==> src/rtl/selfprog_pkg.sv <==
package selfprog_pkg;

  // Word addressing of the program flash
  localparam int COUNTER_TOP_BIT = 15;
  localparam int PAGE_INDEX_TOP_BIT = 6;
  localparam int POINTER_COUNTER_TOP_BIT = COUNTER_TOP_BIT + 1;
  localparam int POINTER_PAGE_INDEX_TOP_BIT = PAGE_INDEX_TOP_BIT + 1;
  localparam int PAGE_BITS = COUNTER_TOP_BIT - PAGE_INDEX_TOP_BIT;
  localparam int WORD_BITS = PAGE_INDEX_TOP_BIT + 1;
  localparam int PAGE_WORDS = 128;
  localparam int PAGE_SIZE_BYTES = PAGE_WORDS * 2;
  localparam int READABLE_PAGES = 480;
  localparam int BLOCKED_PAGES = 32;

  // Boot region start per size selection
  localparam logic [15:0] BOOT_START_512 = 16'hfe00;
  localparam logic [15:0] BOOT_START_1024 = 16'hfc00;
  localparam logic [15:0] BOOT_START_2048 = 16'hf800;
  localparam logic [15:0] BOOT_START_4096 = 16'hf000;
  localparam logic [15:0] READABLE_REGION_END = 16'hefff;
  localparam logic [15:0] BLOCKED_REGION_START = 16'hf000;
  localparam logic [15:0] BLOCKED_REGION_END = 16'hffff;

  // Bits of the device's self-programming control register
  localparam int SELFPROG_ENABLE_BIT = 0;
  localparam int PAGE_ERASE_BIT = 1;
  localparam int PAGE_WRITE_BIT = 2;
  localparam int APP_REGION_REENABLE_BIT = 4;
  localparam int APP_REGION_BUSY_FLAG = 6;

  // Store must follow the control write within this many cycles
  localparam int STORE_WINDOW_CYCLES = 4;

  // Own register map, byte addresses
  localparam logic [7:0] CMD_OFFSET = 8'h00;
  localparam logic [7:0] ADDR_OFFSET = 8'h04;
  localparam logic [7:0] DATA_OFFSET = 8'h08;
  localparam logic [7:0] STATUS_OFFSET = 8'h0c;
  localparam logic [7:0] CONFIG_OFFSET = 8'h10;
  localparam logic [7:0] INFO_OFFSET = 8'h14;

  // Field positions in own registers
  localparam int ADDR_WORD_LSB = 16;
  localparam int ADDR_BYTE_BIT = 24;
  localparam int STAT_BUSY_BIT = 0;
  localparam int STAT_APP_BUSY_BIT = 1;
  localparam int STAT_REFUSED_BIT = 2;
  localparam int STAT_DONE_BIT = 3;
  localparam int INFO_READABLE_BIT = 16;
  localparam logic [1:0] BOOT_SIZE_RESET = 2'h0;

  localparam logic [1:0] HTRANS_NONSEQ = 2'h2;
  localparam logic HRESP_OKAY = 1'b0;

  typedef enum logic [2:0]
  {
    OP_NONE = 3'h0,
    OP_ERASE = 3'h1,
    OP_FILL = 3'h2,
    OP_WRITE = 3'h3,
    OP_REENABLE = 3'h4,
    OP_LOAD = 3'h5
  } op_t;

  typedef enum logic [2:0]
  {
    ST_IDLE = 3'b000,
    ST_POLL = 3'b001,
    ST_EEWAIT = 3'b011,
    ST_CTRLWR = 3'b010,
    ST_STORE = 3'b110,
    ST_LOAD = 3'b100
  } state_t;

  // Everything the controller drives toward the device
  typedef struct packed {
    logic ctrl_wr;
    logic [7:0] ctrl_wdata;
    logic store;
    logic load;
    logic irq_hold;
    logic [15:0] pointer;
    logic pointer_ext;
    logic [7:0] r0;
    logic [7:0] r1;
  } dev_drive_t;

  // Everything the device answers with
  typedef struct packed {
    logic [7:0] ctrl_rdata;
    logic eeprom_write_active_flag;
    logic load_valid;
    logic [7:0] load_data;
  } dev_sense_t;

endpackage : selfprog_pkg

==> src/rtl/flash_addr_map.sv <==
`timescale 1ns/1ns
module flash_addr_map
  import selfprog_pkg::*;
(
  // Size and target
  input wire logic [1:0] boot_size_sel,
  input wire logic [PAGE_BITS-1:0] page,
  input wire logic [WORD_BITS-1:0] word,
  input wire logic byte_sel,
  input wire logic page_op,
  // Pointer image
  output logic [15:0] pointer,
  output logic pointer_ext,
  // Region facts
  output logic [15:0] boot_start,
  output logic in_readable_region
);

  logic [COUNTER_TOP_BIT:0] word_addr;
  logic [WORD_BITS-1:0] word_field;
  logic byte_field;
  logic [POINTER_COUNTER_TOP_BIT:0] full_pointer;
  logic boot_size_sel_hi;
  logic boot_size_sel_lo;

  assign boot_size_sel_hi = boot_size_sel[1];
  assign boot_size_sel_lo = boot_size_sel[0];
  assign boot_start = boot_size_sel_hi ?
    (boot_size_sel_lo ? BOOT_START_512 : BOOT_START_1024) :
    (boot_size_sel_lo ? BOOT_START_2048 : BOOT_START_4096);

  assign word_field = page_op ? '0 : word;
  assign byte_field = page_op ? 1'b0 : byte_sel;
  assign word_addr = {page, word};
  assign full_pointer = {page, word_field, byte_field};
  assign pointer = full_pointer[15:0];
  assign pointer_ext = full_pointer[POINTER_COUNTER_TOP_BIT];
  assign in_readable_region = word_addr <= READABLE_REGION_END;

endmodule : flash_addr_map

==> src/rtl/selfprog_host.sv <==
// Operation
// - Buffer word select is pointer bits 7..1; zero during page write.
// - Pointer bit 0 zero for self-programming; byte select for loads. The code zeroes it only for erase and write; fill passes byte select.
// - Application region stays unreadable while its busy flag is set.
// - Poll enable bit clear before issuing a new command.
// - Wait for EEPROM write-active flag low before writing control register.
// - Hold interrupts, write control, store at once, then release.
// - Erase: set erase bit with enable; device erases pointer page.
// - Fill: data word in r1:r0, only enable set; stored at pointer.
// - Write: pointer at page start, write bit with enable commits buffer.
// - Re-enable bit with enable clears busy flag, reopens application region.
// - Page size in bytes is twice words; pointer steps by 2 per word.
// - Store must follow control write within four cycles or is dropped.
`timescale 1ns/1ns
module selfprog_host
  import selfprog_pkg::*;
(
  // Clock, reset, enable
  input wire logic hclk,
  input wire logic hresetn,
  input wire logic ce,
  // AHB-Lite slave
  input wire logic hsel,
  input wire logic [31:0] haddr,
  input wire logic [1:0] htrans,
  input wire logic hwrite,
  input wire logic [2:0] hsize,
  input wire logic [31:0] hwdata,
  input wire logic hready,
  output logic hreadyout,
  output logic hresp,
  output logic [31:0] hrdata,
  // Device side
  output dev_drive_t dev_drive,
  input wire dev_sense_t dev_sense
);

  state_t state;
  state_t next_state;
  op_t op;
  logic [PAGE_BITS-1:0] page;
  logic [WORD_BITS-1:0] word;
  logic byte_sel;
  logic [15:0] data_word;
  logic [7:0] load_result;
  logic [1:0] boot_size_sel;
  logic app_busy;
  logic refused;
  logic done;
  logic [2:0] store_gap;
  logic wr_pend;
  logic [7:0] wr_addr;

  // Bus decode
  wire bus_take = ce && hsel && hready && htrans == HTRANS_NONSEQ;
  wire take_write = bus_take && hwrite;
  wire take_read = bus_take && !hwrite;
  wire [7:0] bus_addr = haddr[7:0];
  wire wr_cmd = wr_pend && wr_addr == CMD_OFFSET;
  wire wr_addr_reg = wr_pend && wr_addr == ADDR_OFFSET;
  wire wr_data = wr_pend && wr_addr == DATA_OFFSET;
  wire wr_status = wr_pend && wr_addr == STATUS_OFFSET;
  wire wr_config = wr_pend && wr_addr == CONFIG_OFFSET;

  // Command acceptance
  wire op_t new_op = op_t'(hwdata[2:0]);
  wire new_op_legal = new_op inside {OP_ERASE, OP_FILL, OP_WRITE, OP_REENABLE, OP_LOAD};
  wire idle = state == ST_IDLE;
  wire page_op = op == OP_ERASE || op == OP_WRITE;
  wire [15:0] map_pointer;
  wire map_pointer_ext;
  wire [15:0] boot_start;
  wire in_readable_region;
  wire load_blocked = op == OP_LOAD && in_readable_region && app_busy;
  wire cmd_start = wr_cmd && idle && new_op_legal;
  wire cmd_refused = wr_cmd && !(idle && new_op_legal);

  // Sequencer events
  wire enter_ctrlwr = next_state == ST_CTRLWR;
  wire enter_store = next_state == ST_STORE;
  wire store_in_window = store_gap < 3'(STORE_WINDOW_CYCLES);
  wire issue_load = state == ST_POLL && next_state == ST_LOAD && !load_blocked;
  wire load_taken = state == ST_LOAD && dev_sense.load_valid && !load_blocked;
  wire load_refused = state == ST_LOAD && load_blocked;
  wire op_finishing = next_state == ST_IDLE && !idle;
  wire clr_refused = wr_status && hwdata[STAT_REFUSED_BIT];
  wire clr_done = wr_status && hwdata[STAT_DONE_BIT];
  wire addr_accept = wr_addr_reg && idle;
  wire data_accept = wr_data && idle;

  flash_addr_map u_map
  (
    .boot_size_sel(boot_size_sel),
    .page(page),
    .word(word),
    .byte_sel(byte_sel),
    .page_op(page_op),
    .pointer(map_pointer),
    .pointer_ext(map_pointer_ext),
    .boot_start(boot_start),
    .in_readable_region(in_readable_region)
  );

  // Device status bits
  wire dev_enable_busy = dev_sense.ctrl_rdata[SELFPROG_ENABLE_BIT];
  wire dev_app_busy = dev_sense.ctrl_rdata[APP_REGION_BUSY_FLAG];

  // Control value per operation
  logic [7:0] ctrl_value;
  always_comb
  begin
    ctrl_value = '0;
    ctrl_value[SELFPROG_ENABLE_BIT] = 1'b1;
    unique case (op)
      OP_ERASE: ctrl_value[PAGE_ERASE_BIT] = 1'b1;
      OP_WRITE: ctrl_value[PAGE_WRITE_BIT] = 1'b1;
      OP_REENABLE: ctrl_value[APP_REGION_REENABLE_BIT] = 1'b1;
      OP_NONE, OP_FILL, OP_LOAD: ;
      default: ctrl_value = '0;
    endcase
  end

  // Sequencer
  always_comb
  begin
    next_state = state;
    unique case (state)
      ST_IDLE:
        if (cmd_start)
          next_state = ST_POLL;
      ST_POLL:
        if (!dev_enable_busy)
          next_state = (op == OP_LOAD) ? ST_LOAD : ST_EEWAIT;
      ST_EEWAIT:
        if (!dev_sense.eeprom_write_active_flag)
          next_state = ST_CTRLWR;
      ST_CTRLWR:
        next_state = ST_STORE;
      ST_STORE:
        next_state = ST_IDLE;
      ST_LOAD:
        if (dev_sense.load_valid || load_blocked)
          next_state = ST_IDLE;
      default:
        next_state = ST_IDLE;
    endcase
  end

  always_ff @(posedge hclk or negedge hresetn)
  begin
    if (!hresetn)
      state <= ST_IDLE;
    else if (ce)
      state <= next_state;
  end

  // Cycles since the control write; store lands inside the window
  always_ff @(posedge hclk or negedge hresetn)
  begin
    if (!hresetn)
      store_gap <= '1;
    else if (ce)
    begin
      if (enter_ctrlwr)
        store_gap <= '0;
      else if (store_gap != '1)
        store_gap <= store_gap + 3'h1;
    end
  end

  // Drive toward the device
  always_ff @(posedge hclk or negedge hresetn)
  begin
    if (!hresetn)
      dev_drive <= '0;
    else if (ce)
    begin
      dev_drive.ctrl_wr <= enter_ctrlwr;
      dev_drive.ctrl_wdata <= ctrl_value;
      dev_drive.store <= enter_store && store_in_window;
      dev_drive.load <= issue_load;
      dev_drive.irq_hold <= next_state inside {ST_CTRLWR, ST_STORE};
      dev_drive.pointer <= map_pointer;
      dev_drive.pointer_ext <= map_pointer_ext;
      dev_drive.r0 <= data_word[7:0];
      dev_drive.r1 <= data_word[15:8];
    end
  end

  // Bus write capture for the data phase
  always_ff @(posedge hclk or negedge hresetn)
  begin
    if (!hresetn)
    begin
      wr_pend <= 1'b0;
      wr_addr <= '0;
    end
    else if (ce)
    begin
      wr_pend <= take_write;
      wr_addr <= bus_addr;
    end
  end

  // Software registers
  always_ff @(posedge hclk or negedge hresetn)
  begin
    if (!hresetn)
    begin
      op <= OP_NONE;
      page <= '0;
      word <= '0;
      byte_sel <= 1'b0;
      data_word <= '0;
      boot_size_sel <= BOOT_SIZE_RESET;
    end
    else if (ce)
    begin
      if (cmd_start)
        op <= new_op;
      if (addr_accept)
      begin
        page <= hwdata[PAGE_BITS-1:0];
        word <= hwdata[ADDR_WORD_LSB +: WORD_BITS];
        byte_sel <= hwdata[ADDR_BYTE_BIT];
      end
      if (data_accept)
        data_word <= hwdata[15:0];
      if (wr_config)
        boot_size_sel <= hwdata[1:0];
    end
  end

  // Status flags; a hardware set wins over a software clear
  always_ff @(posedge hclk or negedge hresetn)
  begin
    if (!hresetn)
    begin
      app_busy <= 1'b0;
      refused <= 1'b0;
      done <= 1'b0;
      load_result <= '0;
    end
    else if (ce)
    begin
      app_busy <= dev_app_busy;
      refused <= cmd_refused || load_refused ||
        (refused && !clr_refused);
      done <= op_finishing ||
        (done && !clr_done);
      if (load_taken)
        load_result <= dev_sense.load_data;
    end
  end

  // Read data
  logic [31:0] next_rdata;
  always_comb
  begin
    next_rdata = '0;
    unique case (bus_addr)
      CMD_OFFSET: next_rdata[2:0] = op;
      ADDR_OFFSET:
      begin
        next_rdata[PAGE_BITS-1:0] = page;
        next_rdata[ADDR_WORD_LSB +: WORD_BITS] = word;
        next_rdata[ADDR_BYTE_BIT] = byte_sel;
      end
      DATA_OFFSET: next_rdata[7:0] = load_result;
      STATUS_OFFSET:
      begin
        next_rdata[STAT_BUSY_BIT] = !idle;
        next_rdata[STAT_APP_BUSY_BIT] = app_busy;
        next_rdata[STAT_REFUSED_BIT] = refused;
        next_rdata[STAT_DONE_BIT] = done;
      end
      CONFIG_OFFSET: next_rdata[1:0] = boot_size_sel;
      INFO_OFFSET:
      begin
        next_rdata[15:0] = boot_start;
        next_rdata[INFO_READABLE_BIT] = in_readable_region;
      end
      default: next_rdata = '0;
    endcase
  end

  always_ff @(posedge hclk or negedge hresetn)
  begin
    if (!hresetn)
      hrdata <= '0;
    else if (ce && take_read)
      hrdata <= next_rdata;
  end

  assign hreadyout = 1'b1;
  assign hresp = HRESP_OKAY;

endmodule : selfprog_host

==> config.mk <==
export PLATFORM = sky130hd
export DESIGN_NAME = selfprog_host
export DESIGN_NICKNAME = d
export VERILOG_FILES = /design/src/rtl/selfprog_pkg.sv /design/src/rtl/flash_addr_map.sv /design/src/rtl/selfprog_host.sv
export SDC_FILE = /design/constraint.sdc
export NUM_CORES = 1
export LEC_CHECK = 0
export CORE_ASPECT_RATIO = 0.8
export CORE_UTILIZATION = 50
export DETAILED_ROUTE_END_ITERATION = 7
export DONT_BUFFER_PORTS = 1
export HOLD_SLACK_MARGIN = 0.1
export PLACE_DENSITY = 0.67
export SYNTH_ARGS = -nofsm -noshare
export SYNTH_HDL_FRONTEND = slang
export SYNTH_HIERARCHICAL = 1
export SYNTH_SLANG_ARGS = --single-unit
==> constraint.sdc <==
create_clock -name hclk -period 2.07 [get_ports hclk]
set_input_delay 0 -clock hclk [delete_from_list [all_inputs] [get_ports hclk]]
set_output_delay 0 -clock hclk [all_outputs]
set_load 0.005 [all_outputs]
==> results of run 1 <==
power breakdown:
part | switching, mW | internal (mW) | leakage, nW | total, mW
Clock | 1.15 | 1.99 | 0.305 | 3.14
Sequential | 0.131 | 2.70 | 1.74 | 2.83
Combinational | 0.221 | 0.278 | 1.33 | 0.499
Total | 1.50 | 4.96 | 3.37 | 6.47
worst max-delay path by stage:
stage | from | endpoint | slack, ns
3_3_place_gp | wr_addr[4]$_DFFE_PN0P_ | page[5]$_DFFE_PN0P_ | 0.28
5_1_grt | ce | wr_pend$_DFFE_PN0P_ | 0.06
4_1_cts | ce | wr_pend$_DFFE_PN0P_ | 0.21
6_report | ce | wr_pend$_DFFE_PN0P_ | 0.20
2_1_floorplan | wr_addr[4]$_DFFE_PN0P_ | page[0]$_DFFE_PN0P_ | 0.37
3_5_place_dp | wr_addr[4]$_DFFE_PN0P_ | page[7]$_DFFE_PN0P_ | 0.26
worst max-delay path, stage by stage:
cell           delay (ns)
dlygate4sd3_1        0.62
buf_16               0.28
nand3_1              0.09
dlygate4sd3_1        0.57
o21ai_0              0.08
dlygate4sd3_1        0.57
Yosys cell counts, types with 2 or more instances:
cell,n,area share (%)
nor3_2,2,0.35
ha_1,2,0.43
and3_1,3,0.32
o32a_1,2,0.35
inv_1,9,0.58
nand3b_1,2,0.26
nor3_1,5,0.43
and3b_1,2,0.30
nand2_1,21,1.4
nand3_1,4,0.35
clkbuf_1,6,0.39
nand2b_1,3,0.32
buf_1,5,0.32
conb_1,4,0.26
o21ai_0,13,1.1
nor2_1,12,0.78
o31ai_1,3,0.39
mux4_2,3,1.2
o2bb2ai_1,2,0.30
mux2i_1,11,1.9
nor4b_1,2,0.30
dfrtp_1,126,54
mux2_4,10,2.6
nand4_1,4,0.43
a31oi_1,3,0.32
dfstp_2,3,1.4
o32ai_1,2,0.30
mux2_2,78,15
a21oi_1,10,0.86
buf_2,4,0.35
a22o_1,15,2.3
or2_2,2,0.22
nor2b_1,10,1.1
buf_4,38,4.9
kinds of logic after synthesis:
family	count (synthesis)
compound gates	56
xor+xnor	1
fa+ha+maj	2
buf+inv	63
flops	129
mux	102
other cells	4
simple gates	86
final cells by class:
type,instances,area [sq um]
fill,868,4130
sequential,129,3230
multi-input combinational,274,2260
timing repair buffer,61,598
clock buffer,20,457
tap,144,180
clock inverter,12,170
inverter,9,33.8
metrics by stage:
step | worst slack (ns) | cell area, sq um | hold slack (ns)
finish | 0.197 | 6930 | -0.712
CTS | 0.208 | 6930 | -0.729
global route | 0.0571 | 6930 | -0.736
global placement | 0.278 | 5800 | -0.291
detailed placement | 0.262 | 5800 | -0.292
floorplan | 0.366 | 5880 | -0.296
metal layers:
| metal | up-vias | GRT usage, % | share of wire, % | wire length [um] |
|---|---|---|---|---|
| met5 | - | 0 | 0 | 0 |
| met4 | 0 | 6.00 | 0.56 | 72 |
| met3 | 6 | 9.05 | 7.8 | 1010 |
| met2 | 140 | 35.1 | 47 | 6020 |
| met1 | 1778 | 31.4 | 45 | 5840 |
| li1 | 1623 | - | - | - |
==> metrics.md, run 1 <==
| Metric | Value |
|---|---|
| Outcome | `complete, but fails checks` |
| Failing checks | `negative hold slack` |
| Pwr/cell area | `933 nW/um^2` |
| Worst reg2reg startpoint | `state[0]$_DFFE_PN0P_` |
| Max-cap violations | `0` |
| DRC viols | `0` |
| Post-synthesis mux area share | `20.8%` |
| Post-synthesis xor/xnor area fraction | `0.151%` |
| Largest net degree at the start of global routing | `130` |
| Core ar. | `11,100 sq um` |
| Compound-Gate Fraction of Synth Area | `6.80%` |
| Max Slew Vio Count | `0` |
| Die Span X | `122 um` |
| Placed insts | `568` |
| Syn_area_per_cell | `13.1 sq um` |
| Top flop regs | `dev_drive: 41 flops, hrdata: 24 flops, data_word: 16 flops` |
| Die Ht | `98.3 um` |
| Fmax achieved | `0.534 GHz` |
| Commonest non-fill, non-tap cells in the layout | `dfrtp_1, mux2_2, dlygate4sd3_1` |
| Routability Congestion | `0.832` |
| Routed Wire Length | `12,900 um` |
| DRT iter0 DRCs | `185` |
| Total global routing overflow | `0` |
| Tmin final | `1.87 ns` |
| Seq cells post-synth | `129` |
| Non-filler cells, final | `649` |
| Post-CTS Repair Setup Buffers | `0` |
| DR WL/cell | `19.9 um` |
| Number of flip-flops in the largest register | `41` |
| Largest reg by FF count | `dev_drive` |
| Internal reg-to-reg setup slack | `0.24 ns` |
| Fin. Hold Viols | `129` |
| Seq/Total Area, Yosys | `55.7%` |
| Vias | `3,547` |
| Antenna cells | `0` |
| Port Buf Inserts | `0` |
| Clock Latency Late Sink | `0.41 ns` |
| Leak Pwr | `3.37 nW` |
| IO Count | `172` |
| Simple-gate portion of the synthesized area | `9.06%` |
| Final Util | `62.7%` |
| Clk slew on worst S/H paths | `0.06 ns` |
| Largest family of logic cells by synthesized area | `multiplexers` |
| CP Class | `input port to flip-flop` |
| DPL Wire Length | `8270 um` |
| # hold bufs at CTS | `49` |
| Die area | `12,000 sq um` |
| Most common cell after layout, fill and taps aside | `dfrtp_1` |
| Worst IR Drop VDD | `0.540 mV` |
| Total GRT Usage | `23.3%` |
| Initial Util | `52.4%` |
| CTS tree | `done` |
| Area of the mapped netlist | `5800 sq um` |
| Root Buffer | `clkbuf_16` |
| Async S/R FF share, synth | `100%` |
| Power after layout | `6.47 mW` |
| Clk sinks | `129` |
| R2r endpoint | `op[1]$_DFFE_PN0P_` |
| Vias in the first global route | `3,837` |
| Rel. slew slack | `49.4%` |
| First-pass GRT wire length | `20,900 um` |
| Share of layout cells above drive strength 1 | `29.3%` |
| Worst r2r path cells | `4` |
| Worst Clk Skew | `0.0118 ns` |
| Worst Hold Slack | `-0.712 ns` |
| Number of library cell types mapped by synthesis | `56` |
| Post-Route Setup TNS | `0 ns` |
| Antenna-violating nets left | `0` |
| H-tree Lvls | `4` |
| Post-synth top flop | `dfrtp_1` |
| Syn Inst Count | `443` |
| Number of synthesized flops with an enable pin | `0` |
| Vias/cell | `5.47` |
| CP startpoint kind | `input port` |
| Final Cycle Share | `90.5%` |
| Initial antenna violation count | `0` |
| Adder-Cell Fraction of Synth Area | `0.432%` |
| Layout Nets | `587` |
| CP required | `2.41 ns` |
| Syn. warnings | `6` |
| Initial DRT Pass Iterations | `6` |
| RSZ-0062 raised after global routing | `false` |
| Worst Hold Class | `input port to async pin` |
| Worst Max-Slew Pin Slew | `0.756 ns` |
| Maximum clock insertion buffer count | `2` |
| P&R area growth vs syn | `19.6%` |
| Final Setup Violations | `0` |
| Number of gates resized after CTS | `0` |
| CP max FO | `53` |
| Crit path DAT | `2.21 ns` |
| Nature of the critical path endpoint | `flip-flop` |
| CTS buffer count | `17` |
| Row count | `34` |
Note: power is estimated with default switching activity, not from simulation.
==> inputs of run 2 (changes only) <==
--- a/config.mk
+++ b/config.mk
@@ -6,6 +6,7 @@
 export NUM_CORES = 1
 export LEC_CHECK = 0
 export CORE_ASPECT_RATIO = 0.8
+export CORE_MARGIN = 2
 export CORE_UTILIZATION = 50
 export DETAILED_ROUTE_END_ITERATION = 7
 export DONT_BUFFER_PORTS = 1
==> metrics.md, run 2 (same netlist as run 1, synthesis figures left out) <==
| Metric | Value |
|---|---|
| Outcome | `complete, but fails checks` |
| Failing checks | `negative hold slack` |
| Antenna cells | `0` |
| Max Slew Vio Count | `0` |
| Routed Wire Length | `12,500 um` |
| Worst Hold Slack | `-0.711 ns` |
| Total global routing overflow | `0` |
| Final worst setup slack | `0.179 ns` |
| Crit-path cells | `dlygate4sd3_1, buf_16, nand3_1, dlygate4sd3_1, o21ai_0, dlygate4sd3_1` |
| Rel. slew slack | `51.2%` |
| Final Util | `60.4%` |
| CTS tree | `done` |
| Die Ht | `100 um` |
| H-tree Lvls | `4` |
| Post-CTS Repair Setup Buffers | `0` |
| CTS buffer count | `17` |
| CP most frequent cell | `dlygate4sd3_1` |
| IO Count | `172` |
| CP max FO | `53` |
| Initial Util | `50.7%` |
| Worst IR Drop VDD | `0.723 mV` |
| Final Setup Violations | `0` |
| Commonest non-fill, non-tap cells in the layout | `dfrtp_1, mux2_2, dlygate4sd3_1` |
| RSZ-0062 raised after global routing | `false` |
| CP Class | `input port to flip-flop` |
| Crit path DAT | `2.23 ns` |
| Dpl ws | `0.306 ns` |
| Top flop regs | `dev_drive: 41 flops, hrdata: 24 flops, data_word: 16 flops` |
| Final Cycle Share | `91.3%` |
| First-pass GRT wire length | `20,300 um` |
| Die area | `12,500 sq um` |
| Routability Congestion | `0.910` |
| Row count | `35` |
| DR WL/cell | `19.1 um` |
| P&R area growth vs syn | `19.2%` |
| Initial antenna violation count | `0` |
| Crit-path slowest cell | `dlygate4sd3_1` |
| Number of gates resized after CTS | `0` |
| # hold bufs at CTS | `49` |
| Worst reg2reg startpoint | `state[2]$_DFFE_PN0P_` |
| Port Buf Inserts | `0` |
| DPL Wire Length | `8240 um` |
| Largest reg by FF count | `dev_drive` |
| Initial DRT Pass Iterations | `4` |
| Design area | `6910 sq um` |
| Most common cell after layout, fill and taps aside | `dfrtp_1` |
| Root Buffer | `clkbuf_16` |
| Internal reg-to-reg setup slack | `0.26 ns` |
| Vias/cell | `5.38` |
| Delay of the slowest critical-path stage | `0.62 ns` |
| Fill cell count | `902` |
| Worst Clk Skew | `0.00645 ns` |
| DRT iter0 DRCs | `226` |
| Largest net degree at the start of global routing | `130` |
| Fmax achieved | `0.529 GHz` |
| Antenna-violating nets left | `0` |
| Placed cell area | `5830 sq um` |
| Fin. Hold Viols | `129` |
| Nature of the critical path endpoint | `flip-flop` |
| Number of flip-flops in the largest register | `41` |
| Maximum clock insertion buffer count | `2` |
| Tmin final | `1.89 ns` |
| Core ar. | `11,400 sq um` |
| Vias | `3,525` |
| Layout Nets | `591` |
| Worst Max-Slew Pin Slew | `0.730 ns` |
| Clk sinks | `129` |
| Die Span X | `124 um` |
| Worst Hold Class | `input port to async pin` |
| Share of layout cells above drive strength 1 | `29.6%` |
| Clock Latency Late Sink | `0.40 ns` |
| Leak Pwr | `3.36 nW` |
| Worst r2r path cells | `5` |
| Clk slew on worst S/H paths | `0.05 ns` |
| Max-cap violations | `0` |
| Vias in the first global route | `3,704` |
| CP required | `2.41 ns` |
| Pwr/cell area | `894 nW/um^2` |
| Post-Route Setup TNS | `0 ns` |
| CP startpoint kind | `input port` |
| R2r endpoint | `load_result[7]$_DFFE_PN0P_` |
| DRC viols | `0` |
| Total GRT Usage | `21.0%` |
## run 2: cell types whose count changed in the layout (fill, tap and decap cells not counted), moves of 2 or more
cell        before  now
inv_6            5    0
buf_4           12   16
clkinvlp_4       1    5
clkinv_2         0    3
clkinv_4         2    0
## run 2: routing by layer
layer | global-route usage [%] | wire, um
met5 | 0 | 0
met4 | 6.74 | 70
met3 | 8.26 | 1000
met2 | 32.7 | 5690
met1 | 27.4 | 5720
## run 2: worst max-delay path by stage
stage                     slack, ns                    from  cells after the start                   endpoint
after floorplan                0.37  wr_addr[4]$_DFFE_PN0P_                      5        page[0]$_DFFE_PN0P_
after global placement         0.32    state[0]$_DFFE_PN0P_                      4  dev_drive[44]$_DFFE_PN0P_
after detailed placement       0.31    state[0]$_DFFE_PN0P_                      4  dev_drive[44]$_DFFE_PN0P_
after CTS                      0.22                      ce                      6        wr_pend$_DFFE_PN0P_
after global routing           0.11                      ce                      6        wr_pend$_DFFE_PN0P_
final                          0.18                      ce                      6        wr_pend$_DFFE_PN0P_
## run 2: power breakdown
part	internal, mW	switching [mW]	leakage, nW
clock	1.81	1.05	0.266
sequential	2.70	0.127	1.74
combinational	0.278	0.216	1.35
## run 2: worst max-delay path, delay by kind of cell
family / cells / cell delay (ns)
and+or+nand+nor: 1 / 0.10
buffers and inverters: 4 / 2.03
AOI/OAI and AO/OA: 1 / 0.07
## run 2: cell type report
| type | count | area (sq um) | area share [%] |
|---|---|---|---|
| Timing Repair Buffer | 65 | 628 | 9.09 |
| Inverter | 9 | 33.8 | 0.489 |
| Tap cell | 148 | 185 | 2.68 |
| Multi-Input combinational cell | 274 | 2260 | 32.7 |
| Clock buffer | 20 | 457 | 6.61 |
| Sequential cell | 129 | 3230 | 46.8 |
| Clock inverter | 10 | 113 | 1.63 |
## run 2: metrics by stage
stage / instances / power, mW
2_1_floorplan: 466 / 3.20
6_report: 655 / 6.18
4_1_cts: 655 / 6.23
5_1_grt: 655 / 6.44
3_3_place_gp: 576 / 3.21
3_5_place_dp: 576 / 3.24
